<file path="config.mk">
export PLATFORM = sky130hd
export DESIGN_NAME = cap_sense_compare_accumulate
export DESIGN_NICKNAME = d
export VERILOG_FILES = /design/src/rtl/cs_pkg.sv /design/src/rtl/cap_sense_compare_accumulate.sv /design/src/rtl/cs_accumulator.sv
export SDC_FILE = /design/constraint.sdc
export NUM_CORES = 1
export LEC_CHECK = 0
export ABC_AREA = 1
export BUFFER_PORTS_ARGS = -buffer_cell sky130_fd_sc_hd__buf_2
export CAP_MARGIN = 20
export CORE_AREA = 2 2 85 168
export DETAILED_ROUTE_END_ITERATION = 10
export DIE_AREA = 0 0 87 170
export PLACE_DENSITY = 0.73
export SKIP_LAST_GASP = 1
export SLEW_MARGIN = 20
export SYNTH_ARGS = -nofsm -noshare
export SYNTH_HDL_FRONTEND = slang
export SYNTH_SLANG_ARGS = --single-unit
</file>
<file path="constraint.sdc">
create_clock -name CLK_I -period 1.8 [get_ports CLK_I]
set_input_delay 0.09 -clock CLK_I [delete_from_list [all_inputs] [get_ports CLK_I]]
set_output_delay 0.09 -clock CLK_I [all_outputs]
set_load 0.05 [all_outputs]
</file>
<file path="src/rtl/cs_pkg.sv">
package cs_pkg;

    // data path widths
    localparam int SAMPLE_W = 16;
    localparam int ACC_W = 20;
    localparam int CHAN_W = 5;

    // special-function-register addresses
    localparam logic [7:0] ADDR_CONTROL = 8'h9A;
    localparam logic [7:0] ADDR_CONFIG = 8'h9E;
    localparam logic [7:0] ADDR_RESULT_HIGH = 8'hAA;
    localparam logic [7:0] ADDR_RESULT_LOW = 8'hA9;
    localparam logic [7:0] ADDR_SCAN_FIRST = 8'h92;
    localparam logic [7:0] ADDR_SCAN_LAST = 8'h93;
    localparam logic [7:0] ADDR_THRESH_HIGH = 8'h97;
    localparam logic [7:0] ADDR_THRESH_LOW = 8'h96;
    localparam logic [7:0] ADDR_CHANNEL_SEL = 8'h9C;

    // sense_control field positions
    localparam int CTL_EN_BIT = 7;
    localparam int CTL_DONE_BIT = 5;
    localparam int CTL_BUSY_BIT = 4;
    localparam int CTL_CMPEN_BIT = 3;
    localparam int CTL_GT_BIT = 0;

    // sense_config field positions
    localparam int CFG_MODE_LSB = 4;
    localparam int CFG_ACU_LSB = 0;

    // reset values
    localparam logic [7:0] BYTE_RST = 8'h00;
    localparam logic [15:0] WORD_RST = 16'h0000;
    localparam logic [4:0] CHAN_RST = 5'h00;
    localparam logic [1:0] ACU_RST = 2'h0;

    // conversion trigger selection
    typedef enum logic [2:0] {
        MODE_BUSY_WRITE = 3'h0,
        MODE_TIMER0 = 3'h1,
        MODE_TIMER2 = 3'h2,
        MODE_TIMER1 = 3'h3,
        MODE_TIMER3 = 3'h4,
        MODE_RESERVED = 3'h5,
        MODE_CONTINUOUS = 3'h6,
        MODE_AUTO_SCAN = 3'h7
    } start_mode_t;

    // one register write from the core
    typedef struct packed {
        logic we;
        logic [7:0] addr;
        logic [7:0] data;
    } sfr_wr_t;

    // one raw conversion from the front end
    typedef struct packed {
        logic valid;
        logic [SAMPLE_W-1:0] data;
    } sample_t;

endpackage

</file>
<file path="src/rtl/cap_sense_compare_accumulate.sv">
`timescale 1ns/1ns
`default_nettype none
module cap_sense_compare_accumulate (
    input wire logic CLK_I,
    input wire logic RST_I,
    input wire cs_pkg::sfr_wr_t SFR_WR_I,
    input wire logic SFR_RE_I,
    input wire logic [7:0] SFR_RD_ADDR_I,
    input wire logic GT_IRQ_EN_I,
    input wire logic [3:0] TIMER_OVF_I,
    input wire cs_pkg::sample_t SAMPLE_I,
    output logic [7:0] SFR_RDATA_O,
    output logic SENSE_EN_O,
    output logic SAMPLE_REQ_O,
    output logic [4:0] CHANNEL_O,
    output logic CONV_DONE_IRQ_O,
    output logic GT_IRQ_O,
    output logic WAKE_O
);

    typedef enum logic [1:0] {ST_IDLE, ST_SAMPLE, ST_FINISH} state_t;

    state_t state_r;
    cs_pkg::start_mode_t mode_r;
    logic enable_r, cmp_en_r, done_r, gt_r, run_r, req_r, gt_irq_r, wake_r;
    logic [1:0] acu_r;
    logic [15:0] thr_r, result_r;
    logic [4:0] first_r, last_r, channel_r;
    logic [7:0] rdata_r;
    logic wr_ctrl, wr_cfg, wr_first, wr_last, wr_chan, wr_thh, wr_thl;
    logic is_idle, busy_wr, start_now, continuous, keep_going;
    logic result_v, result_gt, cmp_gt_event, halt;
    logic [15:0] acc_result;
    logic [7:0] ctrl_rd, cfg_rd;

    // modes in which a busy write starts a conversion
    function automatic logic busy_start_mode(input cs_pkg::start_mode_t m);
        busy_start_mode = (m == cs_pkg::MODE_BUSY_WRITE) || (m == cs_pkg::MODE_CONTINUOUS) ||
                          (m == cs_pkg::MODE_AUTO_SCAN);
    endfunction

    // timer overflow selected by the start mode; the order is not numeric
    function automatic logic timer_trigger(input cs_pkg::start_mode_t m, input logic [3:0] ovf);
        case (m)
            cs_pkg::MODE_TIMER0: timer_trigger = ovf[0];
            cs_pkg::MODE_TIMER2: timer_trigger = ovf[2];
            cs_pkg::MODE_TIMER1: timer_trigger = ovf[1];
            cs_pkg::MODE_TIMER3: timer_trigger = ovf[3];
            default: timer_trigger = 1'b0;
        endcase
    endfunction

    // next scan channel, wrapping to the first after the last
    function automatic logic [4:0] next_channel(input logic [4:0] cur, input logic [4:0] first,
                                                input logic [4:0] last);
        if (cur == last) begin
            next_channel = first;
        end else begin
            next_channel = 5'(cur + 5'h01);
        end
    endfunction

    // register write decode
    always_comb begin
        {wr_ctrl, wr_cfg, wr_first, wr_last, wr_chan, wr_thh, wr_thl} = 7'h00;
        if (SFR_WR_I.we && SFR_WR_I.addr == cs_pkg::ADDR_CONTROL) begin
            wr_ctrl = 1'b1;
        end else if (SFR_WR_I.we && SFR_WR_I.addr == cs_pkg::ADDR_CONFIG) begin
            wr_cfg = 1'b1;
        end else if (SFR_WR_I.we && SFR_WR_I.addr == cs_pkg::ADDR_SCAN_FIRST) begin
            wr_first = 1'b1;
        end else if (SFR_WR_I.we && SFR_WR_I.addr == cs_pkg::ADDR_SCAN_LAST) begin
            wr_last = 1'b1;
        end else if (SFR_WR_I.we && SFR_WR_I.addr == cs_pkg::ADDR_CHANNEL_SEL) begin
            wr_chan = 1'b1;
        end else if (SFR_WR_I.we && SFR_WR_I.addr == cs_pkg::ADDR_THRESH_HIGH) begin
            wr_thh = 1'b1;
        end else if (SFR_WR_I.we && SFR_WR_I.addr == cs_pkg::ADDR_THRESH_LOW) begin
            wr_thl = 1'b1;
        end
    end

    // start conditions and the comparator outcome of a finished result
    assign is_idle = (state_r == ST_IDLE);
    assign busy_wr = wr_ctrl && SFR_WR_I.data[cs_pkg::CTL_BUSY_BIT] && enable_r;
    assign start_now = enable_r && is_idle &&
                       ((busy_wr && busy_start_mode(mode_r)) ||
                        timer_trigger(mode_r, TIMER_OVF_I));
    assign continuous = (mode_r == cs_pkg::MODE_CONTINUOUS) || (mode_r == cs_pkg::MODE_AUTO_SCAN);
    assign result_gt = acc_result > thr_r;
    assign cmp_gt_event = result_v && cmp_en_r && result_gt;
    assign halt = cmp_gt_event && (mode_r == cs_pkg::MODE_AUTO_SCAN);
    assign keep_going = run_r && continuous && !halt;

    cs_accumulator u_acc (
        .clk_i(CLK_I),
        .rst_i(RST_I),
        .clear_i(!enable_r),
        .sample_valid_i(SAMPLE_I.valid && state_r == ST_SAMPLE),
        .sample_i(SAMPLE_I.data),
        .count_sel_i(acu_r),
        .result_valid_o(result_v),
        .result_o(acc_result)
    );

    // conversion sequencer; a result appears in the cycle after the last sample
    always_ff @(posedge CLK_I) begin
        if (RST_I || !enable_r) begin
            state_r <= ST_IDLE;
        end else begin
            case (state_r)
                ST_IDLE: if (start_now) state_r <= ST_SAMPLE;
                ST_SAMPLE: if (SAMPLE_I.valid) state_r <= ST_FINISH;
                ST_FINISH: state_r <= (result_v && !keep_going) ? ST_IDLE : ST_SAMPLE;
                default: state_r <= ST_IDLE;
            endcase
        end
    end

    // one request per raw sample, more follow until the set is complete
    always_ff @(posedge CLK_I) begin
        if (RST_I) begin
            req_r <= 1'b0;
        end else begin
            req_r <= enable_r && ((is_idle && start_now) ||
                     (state_r == ST_FINISH && (!result_v || keep_going)));
        end
    end

    // continuous run armed by a busy write, disarmed by a hit in auto-scan
    always_ff @(posedge CLK_I) begin
        if (RST_I || !enable_r || !continuous) begin
            run_r <= 1'b0;
        end else if (busy_wr) begin
            run_r <= 1'b1;
        end else if (halt) begin
            run_r <= 1'b0;
        end
    end

    // control bits written by software
    always_ff @(posedge CLK_I) begin
        if (RST_I) begin
            enable_r <= 1'b0;
            cmp_en_r <= 1'b0;
        end else if (wr_ctrl) begin
            enable_r <= SFR_WR_I.data[cs_pkg::CTL_EN_BIT];
            cmp_en_r <= SFR_WR_I.data[cs_pkg::CTL_CMPEN_BIT];
        end
    end

    // done flag: a completing result wins over a clearing write
    always_ff @(posedge CLK_I) begin
        if (RST_I) begin
            done_r <= 1'b0;
        end else if (result_v) begin
            done_r <= 1'b1;
        end else if (wr_ctrl) begin
            done_r <= SFR_WR_I.data[cs_pkg::CTL_DONE_BIT];
        end
    end

    // greater-than flag only moves on a compared result
    always_ff @(posedge CLK_I) begin
        if (RST_I) begin
            gt_r <= 1'b0;
        end else if (result_v && cmp_en_r) begin
            gt_r <= result_gt;
        end
    end

    // event pulses; wake ignores the interrupt enable on purpose
    always_ff @(posedge CLK_I) begin
        if (RST_I) begin
            gt_irq_r <= 1'b0;
            wake_r <= 1'b0;
        end else begin
            gt_irq_r <= cmp_gt_event && GT_IRQ_EN_I;
            wake_r <= cmp_gt_event;
        end
    end

    // configuration; changing the count mid-set garbles that one result
    always_ff @(posedge CLK_I) begin
        if (RST_I) begin
            mode_r <= cs_pkg::MODE_BUSY_WRITE;
            acu_r <= cs_pkg::ACU_RST;
        end else if (wr_cfg) begin
            mode_r <= cs_pkg::start_mode_t'(SFR_WR_I.data[cs_pkg::CFG_MODE_LSB +: 3]);
            acu_r <= SFR_WR_I.data[cs_pkg::CFG_ACU_LSB +: 2];
        end
    end

    // threshold bytes
    always_ff @(posedge CLK_I) begin
        if (RST_I) begin
            thr_r <= cs_pkg::WORD_RST;
        end else if (wr_thh) begin
            thr_r[15:8] <= SFR_WR_I.data;
        end else if (wr_thl) begin
            thr_r[7:0] <= SFR_WR_I.data;
        end
    end

    // stored result
    always_ff @(posedge CLK_I) begin
        if (RST_I) begin
            result_r <= cs_pkg::WORD_RST;
        end else if (result_v) begin
            result_r <= acc_result;
        end
    end

    // scan bounds
    always_ff @(posedge CLK_I) begin
        if (RST_I) begin
            first_r <= cs_pkg::CHAN_RST;
            last_r <= cs_pkg::CHAN_RST;
        end else if (wr_first) begin
            first_r <= SFR_WR_I.data[4:0];
        end else if (wr_last) begin
            last_r <= SFR_WR_I.data[4:0];
        end
    end

    // channel select; software writes win over the scan step
    always_ff @(posedge CLK_I) begin
        if (RST_I) begin
            channel_r <= cs_pkg::CHAN_RST;
        end else if (wr_chan || (wr_first && mode_r == cs_pkg::MODE_AUTO_SCAN)) begin
            channel_r <= SFR_WR_I.data[4:0];
        end else if (result_v && mode_r == cs_pkg::MODE_AUTO_SCAN && !cmp_gt_event) begin
            channel_r <= next_channel(channel_r, first_r, last_r);
        end
    end

    // read views; unused bits are constant zero
    assign ctrl_rd = {enable_r, 1'b0, done_r, !is_idle, cmp_en_r, 2'h0, gt_r};
    assign cfg_rd = {1'b0, mode_r, 2'h0, acu_r};

    // registered read data, unmapped addresses return zero
    always_ff @(posedge CLK_I) begin
        if (RST_I) begin
            rdata_r <= cs_pkg::BYTE_RST;
        end else if (SFR_RE_I) begin
            if (SFR_RD_ADDR_I == cs_pkg::ADDR_CONTROL) begin
                rdata_r <= ctrl_rd;
            end else if (SFR_RD_ADDR_I == cs_pkg::ADDR_CONFIG) begin
                rdata_r <= cfg_rd;
            end else if (SFR_RD_ADDR_I == cs_pkg::ADDR_RESULT_HIGH) begin
                rdata_r <= result_r[15:8];
            end else if (SFR_RD_ADDR_I == cs_pkg::ADDR_RESULT_LOW) begin
                rdata_r <= result_r[7:0];
            end else if (SFR_RD_ADDR_I == cs_pkg::ADDR_SCAN_FIRST) begin
                rdata_r <= {3'h0, first_r};
            end else if (SFR_RD_ADDR_I == cs_pkg::ADDR_SCAN_LAST) begin
                rdata_r <= {3'h0, last_r};
            end else if (SFR_RD_ADDR_I == cs_pkg::ADDR_CHANNEL_SEL) begin
                rdata_r <= {3'h0, channel_r};
            end else if (SFR_RD_ADDR_I == cs_pkg::ADDR_THRESH_HIGH) begin
                rdata_r <= thr_r[15:8];
            end else if (SFR_RD_ADDR_I == cs_pkg::ADDR_THRESH_LOW) begin
                rdata_r <= thr_r[7:0];
            end else begin
                rdata_r <= cs_pkg::BYTE_RST;
            end
        end
    end

    assign SFR_RDATA_O = rdata_r;
    assign SENSE_EN_O = enable_r;
    assign SAMPLE_REQ_O = req_r;
    assign CHANNEL_O = channel_r;
    assign CONV_DONE_IRQ_O = done_r;
    assign GT_IRQ_O = gt_irq_r;
    assign WAKE_O = wake_r;
endmodule
`default_nettype wire

</file>
<file path="src/rtl/cs_accumulator.sv">
`timescale 1ns/1ns
`default_nettype none
module cs_accumulator (
    input wire logic clk_i,
    input wire logic rst_i,
    input wire logic clear_i,
    input wire logic sample_valid_i,
    input wire logic [15:0] sample_i,
    input wire logic [1:0] count_sel_i,
    output logic result_valid_o,
    output logic [15:0] result_o
);

    logic [19:0] acc_r;
    logic [4:0] count_r;
    logic [19:0] sum;
    logic final_sample;

    // samples per result for each accumulate setting
    function automatic logic [4:0] target(input logic [1:0] sel);
        case (sel)
            2'h0: target = 5'h01;
            2'h1: target = 5'h04;
            2'h2: target = 5'h08;
            default: target = 5'h10;
        endcase
    endfunction

    // divide by the count is a plain shift since all counts are powers of two
    function automatic logic [2:0] shift(input logic [1:0] sel);
        case (sel)
            2'h0: shift = 3'h0;
            2'h1: shift = 3'h2;
            2'h2: shift = 3'h3;
            default: shift = 3'h4;
        endcase
    endfunction

    assign sum = acc_r + {4'h0, sample_i};
    assign final_sample = (5'(count_r + 5'h01) == target(count_sel_i));

    // running sum, restarted after each finished set
    always_ff @(posedge clk_i) begin
        if (rst_i || clear_i) begin
            acc_r <= 20'h00000;
            count_r <= 5'h00;
        end else if (sample_valid_i) begin
            if (final_sample) begin
                acc_r <= 20'h00000;
                count_r <= 5'h00;
            end else begin
                acc_r <= sum;
                count_r <= 5'(count_r + 5'h01);
            end
        end
    end

    // 16 of 20 bits survive the divide for every setting
    always_ff @(posedge clk_i) begin
        if (rst_i || clear_i) begin
            result_valid_o <= 1'b0;
            result_o <= 16'h0000;
        end else begin
            result_valid_o <= sample_valid_i && final_sample;
            if (sample_valid_i && final_sample) begin
                result_o <= 16'(sum >> shift(count_sel_i));
            end
        end
    end
endmodule
`default_nettype wire

</file>
==> impl_metrics.yaml <==
route:
  first_pass_iters: 5
  wl_per_cell_um: 17.0
  num_vias: 8313
  antenna_left: 0
  dr.first_iter.drc_count: 342
  avgViaCountPerCell: 5.74
  wirelength_um: 24600
  drc_errors: 0
timing:
  min_period_ns: 2.10
  setup_ws_ns: -0.297
  rsz0062_at_grt: "yes"
  worst_slew_pin_slew_ns: 0.481
  setup_viol: 46
  slew_headroom_pct: 67.8
  slew_viol_final: 0
  min_period_over_period_pct: 117
  finalHoldViolations: 0
  finClkSkew_ns: 0.00611
  max_freq_mhz: 477
  tns_ns: -6.75
finish:
  n_antenna_cell: 0
  final_cell_mix: "nand2_1 (250), inv_1 (137), a21oi_1 (106)"
  fin_util_pct: 72.3
  drive_gt1_share_pct: 31.1
  design_area_mm2: 0.00972
  syn2layout_area_growth_pct: 36.7
  fin_nets: 1376
  layout_commonest_cell: "nand2_1"
pwr:
  p_per_area_mw_per_mm2: 516
  irDropWorstVdd_mv: 0.460
  p_leak_nw: 4.48
critical_path:
  critical_path_class: "register to register"
  crit_path_start_kind: "register"
  cp.required_ns: 2.09
  worstSetupEndpointType: "register"
  critPathArrivalTime_ns: 2.39
  cp_max_fo: 4
floorplan:
  die_h_um: 170
  start_util_pct: 52.9
  io-pin-count: 68
  core-area_mm2: 0.0134
  rows: 60
  fp.dieW_um: 87
  die_area_mm2: 0.0148
global_route:
  grt_usage_pct: 32.6
  grt_pass1_wl_um: 37800
  antenna_found_initial: 0
  grt_max_degree: 55
  grt_pass1_vias: 8199
  grt_overflow: 0
cts:
  tritoncts: "built"
  cts_max_level: 3
  cts_sinks: 112
  clk_pin_slew_ns: 0.08
  cts_root_buf: "clkbuf_16"
  clkLatencyLatePin_ns: 0.36
  clockBufferDepth: 2
  cts_buffers: 9
yosys:
  synth.distinct_cells: 42
  synth_area_mm2: 0.00711
  synth-seq-cells: 112
  yosysWarnings: 0
  synth.avg_cell_area_um2: 6.35
  synth.net_count: 1209
  synth_cells: 1120
  yosysSeqAreaShare_pct: 31.5
hold_path:
  hold_path_class: "input pin to register"
place:
  place_congestion: 0.963
  pre_cts_ws_ns: -0.382
  placed_area_mm2: 0.00833
  hpwlAfterDp_um: 17800
  io_buffers: 67
outcome:
  failed_checks: "negative setup slack"
  status: "finished with violations"
flow_run:
  cap_violations: 0
[what timing repair did]
action / 4_1_cts / 5_1_grt
setup endpoints to repair: 47 / 50
gates cloned: 0 / 3
hold buffers: 1 / 0
buffers inserted: 8 / 7
pin swaps: 27 / 49
gates resized for setup: 106 / 124
endpoints found under the hold margin: 1 / 0
[per-stage QoR]
stage | std cells | total power (W) | hold slack [ns]
2_1_floorplan | 1120 | 0.00275 | 0.159
3_3_place_gp | 1414 | 0.00293 | 0.358
3_5_place_dp | 1414 | 0.00293 | 0.364
4_1_cts | 1438 | 0.00500 | 0.0368
5_1_grt | 1447 | 0.00516 | 0.0717
6_report | 1447 | 0.00501 | 0.0485
[worst max-delay path: stages (launching register included)]
cell and delay, ns:
dfxtp_2 0.34, ha_4 0.16, fa_2 0.37, nand3_2 0.12
nand3_4 0.11, nand2_4 0.10, nand2_4 0.08, nand2_4 0.08
nand2_4 0.06, nand2_2 0.08, nand2_2 0.07, nand3_2 0.10
nand3_2 0.09, nand2_2 0.08, nand2_1 0.05, a21oi_1 0.12
[synthesized netlist by cell type]
cell / count / area (µm²)
o22ai_1: 7 / 43.8
ha_1: 38 / 475
or2_1: 3 / 18.8
o21bai_1: 3 / 22.5
o21ai_1: 3 / 15.0
buf_2: 1 / 5.00
clkinv_1: 4 / 15.0
and2_1: 2 / 12.5
xor2_1: 8 / 70.1
nor2_1: 74 / 278
nor2_4: 1 / 11.3
a21oi_2: 1 / 8.76
inv_1: 149 / 559
clkbuf_1: 23 / 86.3
nor4_1: 1 / 6.26
or2_2: 3 / 18.8
nand3_2: 3 / 30.0
nand4_1: 14 / 87.6
a221oi_1: 1 / 8.76
nor3_1: 8 / 40.0
buf_6: 3 / 33.8
o21a_1: 1 / 7.51
a211oi_1: 3 / 22.5
a32oi_1: 1 / 8.76
nor3_4: 1 / 16.3
o31ai_1: 2 / 15.0
buf_4: 1 / 7.51
o21ai_0: 84 / 420
nor3b_1: 1 / 7.51
o2111ai_1: 1 / 8.76
buf_1: 3 / 11.3
nand2_1: 295 / 1110
a21oi_1: 127 / 636
fa_1: 1 / 20.0
dfxtp_1: 112 / 2240
nor4b_1: 1 / 8.76
inv_2: 4 / 15.0
a21o_1: 1 / 7.51
nand3_1: 114 / 571
xnor2_1: 8 / 70.1
o211ai_1: 5 / 37.5
a31oi_1: 4 / 25.0
[per-layer routing]
metal	vias to the layer above	global-route usage [%]	share of wire (%)	wire (µm)
met5	-	0	0	0
met4	0	27.0	11	2650
met3	148	4.36	4.6	1120
li1	4012	-	-	-
met1	3811	28.9	32	7790
met2	342	61.6	53	13000
[cells by family after synthesis]
| kind of cell | after synthesis | synth area share, % |
|---|---|---|
| AO/OA/AOI/OAI | 244 | 18.1 |
| AND/OR/NAND/NOR | 521 | 31.1 |
| XOR/XNOR | 16 | 1.97 |
| flip-flops | 112 | 31.5 |
| buffers and inverters | 188 | 10.3 |
| adder cells (fa/ha/maj) | 39 | 6.97 |
[registers in the layout (all words and copies together) (netlist names)]
register	flops
thr_r	16
mode_r	3
acu_r	2
u_acc.acc_r	20
GT_IRQ_O	1
last_r	5
WAKE_O	1
gt_r	1
SAMPLE_REQ_O	1
CONV_DONE_IRQ_O	1
first_r	5
u_acc.count_r	5
SFR_RDATA_O	8
run_r	1
u_acc.result_valid_o	1
CHANNEL_O	5
cmp_en_r	1
SENSE_EN_O	1
u_acc.result_o	16
result_r	16
state_r	2
[path summary, 6_finish.rpt]
path              slack (ns)                 end  cells after the start      startpoint
setup / recovery       -0.30  u_acc.result_o[15]                     15  u_acc.acc_r[0]
hold / removal          0.05          state_r[0]                      4    SAMPLE_I[16]
setup reg to reg       -0.30  u_acc.result_o[15]                     15  u_acc.acc_r[0]
hold reg to reg         0.46         result_r[9]                      2     result_r[9]
[report_power, final]
part | leakage (nW) | switching (W) | total [W] | internal, W
clock network | 0.148 | 0.00106 | 0.00205 | 0.000989
logic | 3.41 | 0.000285 | 0.000478 | 0.000193
registers | 0.915 | 0.00000301 | 0.00248 | 0.00248
[cell type report]
class	instances	area (µm²)
Clock inverter	7	75.1
Multi-Input combinational cell	820	5020
Clock buffer	9	225
Timing Repair Buffer	184	1290
Sequential cell	112	2270
Tap cell	155	194
Fill cell	1134	3720
Inverter	157	604
Timing Repair inverter	3	38.8
(Power assumes the default switching activity.)
